**src/logic/vcsp_map.vh**
```
// Constants for the voice codec serial port
`ifndef VCSP_MAP_VH
`define VCSP_MAP_VH
`define VCSP_COMP_BITS     5'h08
`define VCSP_LIN_BITS      5'h10
`define VCSP_LIN_DATA_MSB  4'hf
`define VCSP_LIN_DATA_LSB  4'h3
`define VCSP_STANDBY_FRMS  3'h5
`define VCSP_MU_BIAS       14'h0084
`define VCSP_FIFO_DEPTH    16
`endif

```
**src/logic/vcsp_fifo.v**
```verilog
// Parameterised synchronous FIFO with registered read data
`timescale 1ns/1ps
`default_nettype none
module vcsp_fifo #(
   parameter WIDTH = 16,
   parameter DEPTH = 16,
   parameter AW    = 4
) (
   input  wire             ref_clk,
   input  wire             rst,
   input  wire             inValid,
   output wire             inReady,
   input  wire [WIDTH-1:0] inData,
   output reg              outValid,
   input  wire             outReady,
   output reg  [WIDTH-1:0] outData
);
   reg [WIDTH-1:0] mem [0:DEPTH-1];
   reg [AW:0]      wrPtr_q;
   reg [AW:0]      rdPtr_q;
   wire [AW:0]     count   = wrPtr_q - rdPtr_q;
   wire            empty   = (count == {(AW+1){1'b0}});
   wire            loadOut = !empty && (!outValid || outReady);
   // The output register holds a word too, so it counts toward the depth
   wire [AW:0]     held    = count + {{AW{1'b0}}, outValid};
   assign inReady = (held != DEPTH[AW:0]);
   always @(posedge ref_clk) begin
      if (inValid && inReady)
         mem[wrPtr_q[AW-1:0]] <= inData;
   end
   always @(posedge ref_clk or posedge rst) begin
      if (rst) begin
         wrPtr_q  <= {(AW+1){1'b0}};
         rdPtr_q  <= {(AW+1){1'b0}};
         outValid <= 1'b0;
         outData  <= {WIDTH{1'b0}};
      end else begin
         if (inValid && inReady)
            wrPtr_q <= wrPtr_q + 1'b1;
         if (loadOut) begin
            outData  <= mem[rdPtr_q[AW-1:0]];
            rdPtr_q  <= rdPtr_q + 1'b1;
            outValid <= 1'b1;
         end else if (outReady)
            outValid <= 1'b0;
      end
   end
endmodule // vcsp_fifo
`default_nettype wire

```
**src/logic/vcsp_serial_port.v**
```verilog
// Serial data port of a voice-band codec: framing, companding, standby
`timescale 1ns/1ps
`default_nettype none
`include "vcsp_map.vh"
module vcsp_serial_port #(
   parameter A_LAW = 0
) (
   input  wire        ref_clk,
   input  wire        rst,
   input  wire        masterClk,
   input  wire        rxBitClockRateSelect,
   input  wire        txBitClockIn,
   input  wire        txFrameSync,
   input  wire        rxFrameSync,
   input  wire        codingSelect,
   input  wire        dataIn,
   output reg         dataOut,
   output wire        txSlotStrobeN_o,
   output wire        txSlotStrobeN_oe,
   input  wire        txSampleValid,
   output wire        txSampleReady,
   input  wire [12:0] txSample,
   input  wire [2:0]  txGain,
   output reg         rxSampleValid,
   output reg  [12:0] rxSample,
   output reg  [2:0]  rxGain,
   output reg         fixedRate,
   output reg         txStandby,
   output reg         rxStandby
);
   // -----------------------------------------------------------
   // Pin synchronisers
   // -----------------------------------------------------------
   reg [6:0] sync1_q;
   reg [6:0] sync2_q;
   reg [1:0] clkHist_q;
   always @(posedge ref_clk or posedge rst) begin
      if (rst) begin
         sync1_q <= 7'h00;
         sync2_q <= 7'h00;
      end else begin
         sync1_q <= {masterClk, rxBitClockRateSelect, txBitClockIn,
                     txFrameSync, rxFrameSync, codingSelect, dataIn};
         sync2_q <= sync1_q;
      end
   end
   wire mClkS  = sync2_q[6];
   wire rSelS  = sync2_q[5];
   wire txClkS = sync2_q[4];
   wire fsxS   = sync2_q[3];
   wire fsrS   = sync2_q[2];
   wire linS   = sync2_q[1];
   wire dinS   = sync2_q[0];
   wire companded = linS;

   // -----------------------------------------------------------
   // Rate mode and edge detection
   // -----------------------------------------------------------
   // A free-running receive clock also goes high, so fixed mode needs
   // the select pin to stay high across three master-clock rising edges.
   reg  [3:0] highCnt_q;
   reg        mClkD_q;
   reg        txClkD_q;
   reg        rxClkD_q;
   wire       mRise = mClkS && !mClkD_q;
   wire       mFall = !mClkS && mClkD_q;
   always @(posedge ref_clk or posedge rst) begin
      if (rst) begin
         highCnt_q <= 4'h0;
         fixedRate <= 1'b0;
         mClkD_q   <= 1'b0;
         txClkD_q  <= 1'b0;
         rxClkD_q  <= 1'b0;
      end else begin
         mClkD_q  <= mClkS;
         txClkD_q <= txClkS;
         rxClkD_q <= rSelS;
         if (!rSelS) begin
            highCnt_q <= 4'h0;
            fixedRate <= 1'b0;
         end else if (mRise) begin
            if (highCnt_q == 4'h2)
               fixedRate <= 1'b1;
            else
               highCnt_q <= highCnt_q + 4'h1;
         end
      end
   end
   wire txRise = fixedRate ? mRise : (txClkS && !txClkD_q);
   wire rxFall = fixedRate ? mFall : (!rSelS && rxClkD_q);

   // -----------------------------------------------------------
   // Companding helpers
   // -----------------------------------------------------------
   function [7:0] compress;
      input [12:0] lin;
      input        aLaw;
      reg   [13:0] mag;
      reg   [2:0]  seg;
      reg   [3:0]  man;
      reg          neg;
      integer      i;
      begin
         neg = lin[12];
         mag = neg ? (14'h0000 - {lin[12], lin}) : {1'b0, lin};
         if (!aLaw)
            mag = mag + (`VCSP_MU_BIAS >> 2);
         if (mag > 14'h1fff)
            mag = 14'h1fff;
         seg = 3'h0;
         // The biased law puts each segment one bit higher than the other
         for (i = 1; i < 8; i = i + 1)
            if (aLaw ? mag[i+4] : mag[i+5])
               seg = i[2:0];
         if (!aLaw)
            man = mag[seg+1+:4];
         else
            man = (seg == 3'h0) ? mag[4:1] : mag[seg+:4];
         if (!aLaw)
            compress = ~{neg, seg, man};
         else
            compress = {!neg, seg, man} ^ 8'h55;
      end
   endfunction

   function [12:0] expand;
      input [7:0] code;
      input       aLaw;
      reg   [7:0] c;
      reg   [13:0] mag;
      reg          pos;
      begin
         c = aLaw ? (code ^ 8'h55) : ~code;
         mag = ({10'h000, c[3:0]} << 1) | 14'h0001;
         if (!aLaw)
            mag = ((mag | 14'h0020) << c[6:4]) - (`VCSP_MU_BIAS >> 2);
         else if (c[6:4] != 3'h0)
            mag = (mag | 14'h0020) << (c[6:4] - 3'h1);
         // Sign sense differs between the two laws
         pos = aLaw ? c[7] : !c[7];
         expand = pos ? mag[12:0] : (13'h0000 - mag[12:0]);
      end
   endfunction

   // -----------------------------------------------------------
   // Transmit path
   // -----------------------------------------------------------
   wire        fifoValid;
   wire        fifoTake;
   wire [15:0] fifoData;
   vcsp_fifo #(
      .WIDTH (16),
      .DEPTH (`VCSP_FIFO_DEPTH),
      .AW    (4)
   ) uTxFifo (
      .ref_clk  (ref_clk),
      .rst      (rst),
      .inValid  (txSampleValid),
      .inReady  (txSampleReady),
      .inData   ({txSample, txGain}),
      .outValid (fifoValid),
      .outReady (fifoTake),
      .outData  (fifoData)
   );

   reg [15:0] txShift_q;
   reg [4:0]  txLeft_q;
   reg        fsxD_q;
   reg        txArm_q;
   reg [2:0]  fsxLow_q;
   reg        fsxSeen_q;
   wire [4:0] txBits = companded ? `VCSP_COMP_BITS : `VCSP_LIN_BITS;
   assign fifoTake = txRise && txArm_q && fsxS;
   wire [15:0] txWord = !fifoValid ? 16'h0000 :
                        companded ? {compress(fifoData[15:3], A_LAW != 0), 8'h00} :
                        fifoData;
   always @(posedge ref_clk or posedge rst) begin
      if (rst) begin
         txShift_q <= 16'h0000;
         txLeft_q  <= 5'h00;
         fsxD_q    <= 1'b0;
         txArm_q   <= 1'b0;
         dataOut   <= 1'b0;
         fsxLow_q  <= 3'h0;
         fsxSeen_q <= 1'b0;
         txStandby <= 1'b1;
      end else begin
         fsxD_q <= fsxS;
         // The waking sync edge also opens a slot, so the first word is not lost
         if (fsxS && !fsxD_q)
            txArm_q <= 1'b1;
         if (fsxS) begin
            fsxSeen_q <= 1'b1;
            fsxLow_q  <= 3'h0;
            txStandby <= 1'b0;
         end
         if (txRise) begin
            if (fifoTake) begin
               // MSB leaves on the first rising edge of the slot
               dataOut   <= txWord[15];
               txShift_q <= {txWord[14:0], 1'b0};
               txLeft_q  <= txBits - 5'h01;
               txArm_q   <= 1'b0;
            end else if (txLeft_q != 5'h00) begin
               dataOut   <= txShift_q[15];
               txShift_q <= {txShift_q[14:0], 1'b0};
               txLeft_q  <= txLeft_q - 5'h01;
            end else
               dataOut <= 1'b0;
         end
         // In fixed-rate mode only, one frame counted per master-clock period while sync stays low
         if (!fsxS && mRise && fixedRate) begin
            if (fsxLow_q == `VCSP_STANDBY_FRMS - 3'h1)
               txStandby <= 1'b1;
            else
               fsxLow_q <= fsxLow_q + 3'h1;
         end
      end
   end
   // Open-drain strobe pulls low while a fixed-rate word is in flight
   assign txSlotStrobeN_o  = 1'b0;
   assign txSlotStrobeN_oe = fixedRate && (txLeft_q != 5'h00);

   // -----------------------------------------------------------
   // Receive path
   // -----------------------------------------------------------
   reg [15:0] rxShift_q;
   reg [4:0]  rxCnt_q;
   reg        rxBusy_q;
   reg        fsrD_q;
   reg [2:0]  fsrLow_q;
   wire [4:0] rxBits = companded ? `VCSP_COMP_BITS : `VCSP_LIN_BITS;
   always @(posedge ref_clk or posedge rst) begin
      if (rst) begin
         rxShift_q     <= 16'h0000;
         rxCnt_q       <= 5'h00;
         rxBusy_q      <= 1'b0;
         fsrD_q        <= 1'b0;
         fsrLow_q      <= 3'h0;
         rxStandby     <= 1'b1;
         rxSampleValid <= 1'b0;
         rxSample      <= 13'h0000;
         rxGain        <= 3'h0;
      end else begin
         fsrD_q        <= fsrS;
         rxSampleValid <= 1'b0;
         if (fsrS) begin
            fsrLow_q  <= 3'h0;
            rxStandby <= 1'b0;
            if (!fsrD_q) begin
               rxBusy_q <= 1'b1;
               rxCnt_q  <= 5'h00;
            end
         end else if (mRise && fixedRate) begin
            if (fsrLow_q == `VCSP_STANDBY_FRMS - 3'h1)
               rxStandby <= 1'b1;
            else
               fsrLow_q <= fsrLow_q + 3'h1;
         end
         if (rxFall && rxBusy_q && !rxStandby) begin
            rxShift_q <= {rxShift_q[14:0], dinS};
            rxCnt_q   <= rxCnt_q + 5'h01;
            if (rxCnt_q == rxBits - 5'h01) begin
               rxBusy_q      <= 1'b0;
               rxSampleValid <= 1'b1;
               if (companded) begin
                  rxSample <= expand({rxShift_q[6:0], dinS}, A_LAW != 0);
                  rxGain   <= 3'h0;
               end else begin
                  rxSample <= rxShift_q[14:2];
                  rxGain   <= {rxShift_q[1:0], dinS};
               end
            end
         end
      end
   end
endmodule // vcsp_serial_port
`default_nettype wire

```
**config.mk**
```make
export PLATFORM = sky130hd
export DESIGN_NAME = vcsp_serial_port
export DESIGN_NICKNAME = d
export VERILOG_FILES = /design/src/logic/vcsp_fifo.v /design/src/logic/vcsp_serial_port.v
export VERILOG_INCLUDE_DIRS = /design/src /design/src/logic
export SDC_FILE = /design/constraint.sdc
export NUM_CORES = 1
export LEC_CHECK = 0
export BUFFER_PORTS_ARGS = -buffer_cell sky130_fd_sc_hd__buf_2
export CAP_MARGIN = 20
export CELL_PAD_IN_SITES_DETAIL_PLACEMENT = 1
export CELL_PAD_IN_SITES_GLOBAL_PLACEMENT = 1
export CORE_ASPECT_RATIO = 0.6
export CORE_MARGIN = 10
export CORE_UTILIZATION = 53
export DETAILED_ROUTE_END_ITERATION = 8
export PLACE_DENSITY_LB_ADDON = 0.12
export SLEW_MARGIN = 5
export SYNTH_ARGS = -nofsm -noshare
export SYNTH_HDL_FRONTEND = slang
export SYNTH_SLANG_ARGS = --single-unit
```
**constraint.sdc**
```tcl
create_clock -name ref_clk -period 5.9 [get_ports ref_clk]
set_clock_uncertainty 0.15 [all_clocks]
set_input_delay 0.59 -clock ref_clk [delete_from_list [all_inputs] [get_ports ref_clk]]
set_output_delay 0.59 -clock ref_clk [all_outputs]
set_load 0.01 [all_outputs]
```
### Word level (Yosys, flattened, before mapping)

Memory sizes are Yosys's and may differ from the RTL's. A register that Yosys moved wholly into a read port is not among the register bits.
Cells that the tools add are included.

* register bits after elaboration: 104
* memory bits (writable): 256
* bits of input ports: 26
* output and inout port bits: 24
* logic and storage cells: 156
* memories: 1

* add/subtract/negate cells: 15
* order comparisons: 1
* equal/unequal tests: 10
* shift operators: 2
* mux-type cells: 60
* bitwise gates (word level): 2
* reductions and logical operators: 39

Memories
* uTxFifo.mem: depth 16, width 16, rd ports 1, clocked after Yosys merged registers in 1, write ports 1, line vcsp_fifo.v:18 `reg [WIDTH-1:0] mem [0:DEPTH-1];`

Operators with widths (number)
* $mux 13: 5
* $mux 16: 4
* $mux 3: 13
* $mux 5: 6
* $mux 14: 2
* $mux 1: 27
* $not 8->8: 2
* $add 5x1->5 const B: 3
* $logic_and 1x1->1: 15
* $add 14x6->14 const B: 1
* $gt 14x13->1 const B: 1
* $reduce_and 2->1: 7
* $shiftx 14x5->4: 1
* $sub 1x13->14 const A: 1
* $shl 6x3->13: 1
* $sub 1x13->13 const A: 1
* $sub 13x6->13 const B: 1
* $mux 4: 3
* $reduce_bool 2->1: 5
* $sub 5x1->5 const B: 2
* $logic_not 1->1: 9
* $add 3x1->3 const B: 2
* $eq 3x3->1 const B: 2
* $ne 2x1->1 const B: 3
* 11 further kinds: 12

### Logic depth before layout (Yosys ltp)

* word-level depth: 18
* depth in mapped cells: 17
* mapped depth without buffers: 15

### Modules after synthesis

A second synthesis with hierarchy kept.

* cell total of the unflattened synthesis: 1120
* area total of the unflattened synthesis: 17041.3 um^2

Modules (own cells, without submodules)
* vcsp_fifo: instances 1, cells each 489, area an instance 11259.5 um^2, seq. area each 8363.0 um^2
* vcsp_serial_port: instances 1, cells each 631, area an instance 5781.8 um^2, seq. area each 2304.7 um^2

### Least setup slack after synthesis

Ideal clock, no wire load.

* path kind: register to register
* start: register uTxFifo.rdPtr_q[1]
* end: memory uTxFifo.mem[3][0], enable pin
* setup time: 0.409 ns
* arrival time: 4.277 ns
* data required time: 5.341 ns
* path slack: 1.063 ns
* cell stages (with the launch flop): 13
* path buffers: 3
* period minus slack after synthesis: 4.837 ns
* path through: dfrtp_1 > clkbuf_1 > clkbuf_1 > inv_1 > fa_1 > ha_1 > and3_1 > and3_1 > o21ai_0 > and2_1 > clkbuf_1 > nand2_1 > nor3_1

* cells in the longest elaborated chain, start to end: 6

RTL lines
* start: declaration: line vcsp_fifo.v:20 `reg [AW:0] rdPtr_q;`
* start signal: assignment: line vcsp_fifo.v:34 `rdPtr_q <= {(AW+1){1'b0}};`
* start signal: assignment: line vcsp_fifo.v:42 `rdPtr_q <= rdPtr_q + 1'b1;`
* $sub 5x5->5: line vcsp_fifo.v:21 `wire [AW:0] count = wrPtr_q - rdPtr_q;`
* $add 5x1->5: line vcsp_fifo.v:25 `wire [AW:0] held = count + {{AW{1'b0}}, outValid};`
* $ne 5x5->1: line vcsp_fifo.v:26 `assign inReady = (held != DEPTH[AW:0]);`
* via txSampleReady: line vcsp_serial_port.v:21 `output wire txSampleReady,`
* $logic_and 1x1->1: line vcsp_fifo.v:28 `if (inValid && inReady)`
* $mux 1: line vcsp_fifo.v:28
* $mux 1 (not written as such): line vcsp_fifo.v:29 `mem[wrPtr_q[AW-1:0]] <= inData;`
* end: declaration: line vcsp_fifo.v:18

The timed path passes the listed nets, and every way through them passes these cells.

### Final worst setup path

* start: register uTxFifo.outData[3], read port of uTxFifo.mem
* end: register txShift_q[10]

* cells in the longest elaborated chain, start to end: 18

RTL lines
* start: declaration: line vcsp_fifo.v:16 `output reg [WIDTH-1:0] outData`
* $sub 1x13->14: line vcsp_serial_port.v:105 `mag = neg ? (14'h0000 - {lin[12], lin}) : {1'b0, lin};`
* $mux 14 (*): line vcsp_serial_port.v:105
* $add 14x6->14 (*): line vcsp_serial_port.v:107 `` mag = mag + (`VCSP_MU_BIAS >> 2); ``
* $gt 14x13->1: line vcsp_serial_port.v:108 `if (mag > 14'h1fff)`
* $mux 14 (*): line vcsp_serial_port.v:108
* $mux 1: line vcsp_serial_port.v:113 `if (aLaw ? mag[i+4] : mag[i+5])`
* $mux 3 (6 in a row): line vcsp_serial_port.v:113
* $add 3x1->4: line vcsp_serial_port.v:116 `man = mag[seg+1+:4];`
* $shiftx 14x5->4 (*): line vcsp_serial_port.v:116
* $not 8->8 (*): line vcsp_serial_port.v:120 `compress = ~{neg, seg, man};`
* $mux 16 (*): line vcsp_serial_port.v:175 `companded ? {compress(fifoData[15:3], A_LAW != 0), 8'h00} :`
* $mux 16 (*): line vcsp_serial_port.v:174 `wire [15:0] txWord = !fifoValid ? 16'h0000 :`
* $mux 16 (*): line vcsp_serial_port.v:198 `if (fifoTake) begin`
* end signal: assignment: line vcsp_serial_port.v:201 `txShift_q <= {txWord[14:0], 1'b0};`
* end signal: assignment: line vcsp_serial_port.v:206 `txShift_q <= {txShift_q[14:0], 1'b0};`
* end: declaration: line vcsp_serial_port.v:166 `reg [15:0] txShift_q;`

Every way passes the cells marked *; elsewhere a longest branch is shown, timed or not.
A chain may end at the register's enable or synchronous reset.

==> results_dict.tcl <==
set metrics [dict create \
    outcome "complete, no violations" \
    syn_area_per_cell_um2 14.9 \
    crit_arrival_ns 4.87 \
    p_int_w 0.00618 \
    power.switching_w 0.00381 \
    ant_nets 0 \
    hold_class "input pin to asynchronous set/reset pin" \
    reg2reg_to "txShift_q[10]$_DFFE_PP0P_" \
    layout-drive-gt1-share_pct 21.9 \
    die_h_um 158 \
    cp_cell_sequence "inv_1, ha_1, nand2_1, o21ai_0, ha_1, nand4b_1, o31ai_1, a31oi_1, o21ai_2, nand4_1, and2_1, o311ai_2, mux2i_1, o22ai_1, o32ai_1" \
    swShare_pct 38.1 \
    portBuffers 48 \
    antenna_found_initial 2 \
    syn_inst 1123 \
    num_rows 50 \
    core_um2 31200 \
    async_flop_share_pct 31.7 \
    first_pass_iters 5 \
    htreeDepth 2 \
    combPwrFrac_pct 39.8 \
    cts_root_buffer "clkbuf_16" \
    numCtsBuffers 36 \
    hold_violations 0 \
    die_area_um2 39300 \
    drc 0 \
    cp_data_required_time_ns 6.19 \
    numPlacedInstances 1536 \
    rsz0062_at_grt "no" \
    viasPerCell 6.31 \
    finalNetCount 1218 \
    grt_max_degree 67 \
    synth-edff-count 256 \
    setup_tns_ns 0 \
    boundaryPins 50 \
    seqPwrFrac_pct 36.9 \
    synth_most_common_cell "edfxtp_1" \
    cp_slowest_cell "o311ai_2" \
    slew-limit-headroom_pct 32.6 \
    netlist_area_um2 16700 \
    cp_max_fo 13 \
    post-place-ws_ns 1.46 \
    yosysSeqAreaShare_pct 63.8 \
    place.gp.congestion 0.915 \
    avgRoutedWirePerCell_um 26.9 \
    fin_ws_ns 1.33 \
    r2r.worst_path.cells 15 \
    initial_core_util_pct 53.7 \
    start_kind "flop" \
    insertion_delay_ns 0.55 \
    grt_pass1_wl_um 66500 \
    synthTopCellsByCount "edfxtp_1, dfrtp_1, mux4_2, nand2_1, nor2_1" \
    powerDensity_nw_per_um2 536 \
    clk_pin_slew_ns 0.06 \
    slew_violations 0 \
    synth_top_area_share_pct 46.0 \
    maxCapViolations 0 \
    setup_viol 0 \
    cellLeakagePower_nw 6.76 \
    yosys_warnings 0 \
    r2r_start "uTxFifo.outData[3]$_DFFE_PP0P_" \
    hold_buffers 7 \
    clkPwrFrac_pct 23.3 \
    area.growth.synth_to_final_pct 11.4 \
    yosysUniqueCellTypes 82 \
    overflow 0 \
    r2r_slack_ns 1.33 \
    endpoint_kind "flop" \
    crit_family "compound AO/OA/AOI/OAI gates" \
    wirelength_um 43400 \
    drt_iter0_markers 1115 \
    grt_usage_pct 22.4 \
    cp_common_cell "ha_1" \
    ir_worst_vdd_mv 0.291 \
    critPathKind "flop to flop" \
    yosys.area.top_type "edfxtp_1" \
    fmax_ghz 0.219 \
    cp_num_buf_inv 1 \
    max_stage_delay_ns 0.62 \
    tightest_slew_ns 1.01 \
    post-route-period-util_pct 77.5 \
    finalNonFillerCells 1610 \
    ys_top_cells_by_area "edfxtp_1, dfrtp_1, mux4_2" \
    diodes 0 \
    fin_crit_ns 4.57 \
    synth-seq-cells 375 \
    grt_pass1_vias 10200 \
    synth_top_flop_cell "edfxtp_1" \
    clock-sinks 375 \
    via_count 10200 \
    synth_fp_nets 1175 \
    post_cts_resized 0 \
    die_w_um 249 \
    clockBufferDepth 3 \
    cts_tree "built" \
    hpwl_um 29500 \
    postCtsSetupBuffers 0 \
    holdWs_ns 0.0288 \
]
==> worst reg2reg max path: stages, from the launching register on <==
cell,delay [ns]
dfrtp_1,0.59
inv_1,0.16
ha_1,0.37
nand2_1,0.07
o21ai_0,0.16
ha_1,0.33
nand4b_1,0.14
o31ai_1,0.31
a31oi_1,0.11
o21ai_2,0.31
nand4_1,0.19
and2_1,0.31
o311ai_2,0.62
mux2i_1,0.29
o22ai_1,0.09
o32ai_1,0.27
==> state kept, by name, indices dropped and copies added, names as in the netlist, 5 cells and up <==
| name | count |
|---|---|
| sync2_q | 7 |
| uTxFifo.rdPtr_q | 5 |
| txLeft_q | 5 |
| rxShift_q | 15 |
| rxCnt_q | 5 |
| txShift_q | 15 |
| rxSample | 13 |
| sync1_q | 7 |
| uTxFifo.mem | 256 |
| uTxFifo.wrPtr_q | 5 |
| uTxFifo.outData | 16 |
==> power by group through the flow <==
stage | Sequential (W) | Combinational (W) | Clock (W)
2_1_floorplan | 0.00339 | 0.00297 | 0
3_3_place_gp | 0.00370 | 0.00378 | 0
3_5_place_dp | 0.00372 | 0.00385 | 0
4_1_cts | 0.00368 | 0.00389 | 0.00236
5_1_grt | 0.00374 | 0.00426 | 0.00249
6_report | 0.00369 | 0.00397 | 0.00233
==> routing by layer <==
layer / global-route usage, % / part of all wire (%) / vias up
li1: - / - / 4370
met1: 36.6 / 49 / 5360
met2: 29.7 / 41 / 396
met3: 4.62 / 8.9 / 40
met4: 4.34 / 1.3 / 0
met5: 0 / 0 / -
==> cells in the final DEF (no fill, tap or decap), types with 25 or more instances in the layout <==
cell type / synthesis / routed
buf_2: 4 / 48
mux4_2: 80 / 80
inv_1: 36 / 35
a21oi_1: 46 / 46
xnor2_1: 38 / 38
edfxtp_1: 256 / 256
clkbuf_16: 0 / 36
nor2_1: 64 / 52
nand2_1: 79 / 79
ha_1: 25 / 25
o21ai_0: 55 / 55
mux2_2: 29 / 29
dfrtp_1: 117 / 115
==> cell type report <==
type	instances	area, µm²
Fill cell	2861	12500
Sequential cell	375	10700
Multi-Input combinational cell	651	5720
Clock buffer	48	976
Tap cell	416	520
Timing Repair Buffer	65	405
Clock inverter	18	198
Inverter	37	141
==> kinds of logic after synthesis <==
logic type / count (synthesis) / share of synthesized area (%)
xor+xnor: 58 / 3.08
flops: 375 / 63.8
buf+inv: 97 / 2.32
other cells: 1 / 0.0224
mux: 128 / 13.9
simple gates: 247 / 7.23
compound gates: 191 / 7.67
fa+ha+maj: 26 / 1.99
==> per-stage QoR <==
step | power, W | utilization (%) | cell area, µm²
after floorplan | 0.00636 | - | 16700
after global placement | 0.00749 | 55.7 | 17400
after detailed placement | 0.00757 | 55.7 | 17400
after CTS | 0.00993 | 59.7 | 18600
after global routing | 0.0105 | 59.8 | 18600
final | 0.00999 | 59.8 | 18600
==> worst max path at each step <==
stage,startpoint,endpoint,slack (ns),cells after the start
finish,uTxFifo.outData[3]$_DFFE_PP0P_,txShift_q[10]$_DFFE_PP0P_,1.33,15
global route,uTxFifo.outData[3]$_DFFE_PP0P_,txShift_q[10]$_DFFE_PP0P_,0.98,15
CTS,uTxFifo.outData[3]$_DFFE_PP0P_,txShift_q[10]$_DFFE_PP0P_,1.38,15
detailed placement,uTxFifo.outData[3]$_DFFE_PP0P_,txShift_q[10]$_DFFE_PP0P_,1.46,15
global placement,uTxFifo.rdPtr_q[0]$_DFFE_PP0P_,uTxFifo.mem[15][5]$_DFFE_PP_,1.72,10
floorplan,uTxFifo.rdPtr_q[1]$_DFFE_PP0P_,uTxFifo.mem[3][0]$_DFFE_PP_,1.06,12
No activity file was read; power rests on OpenSTA's default activity.
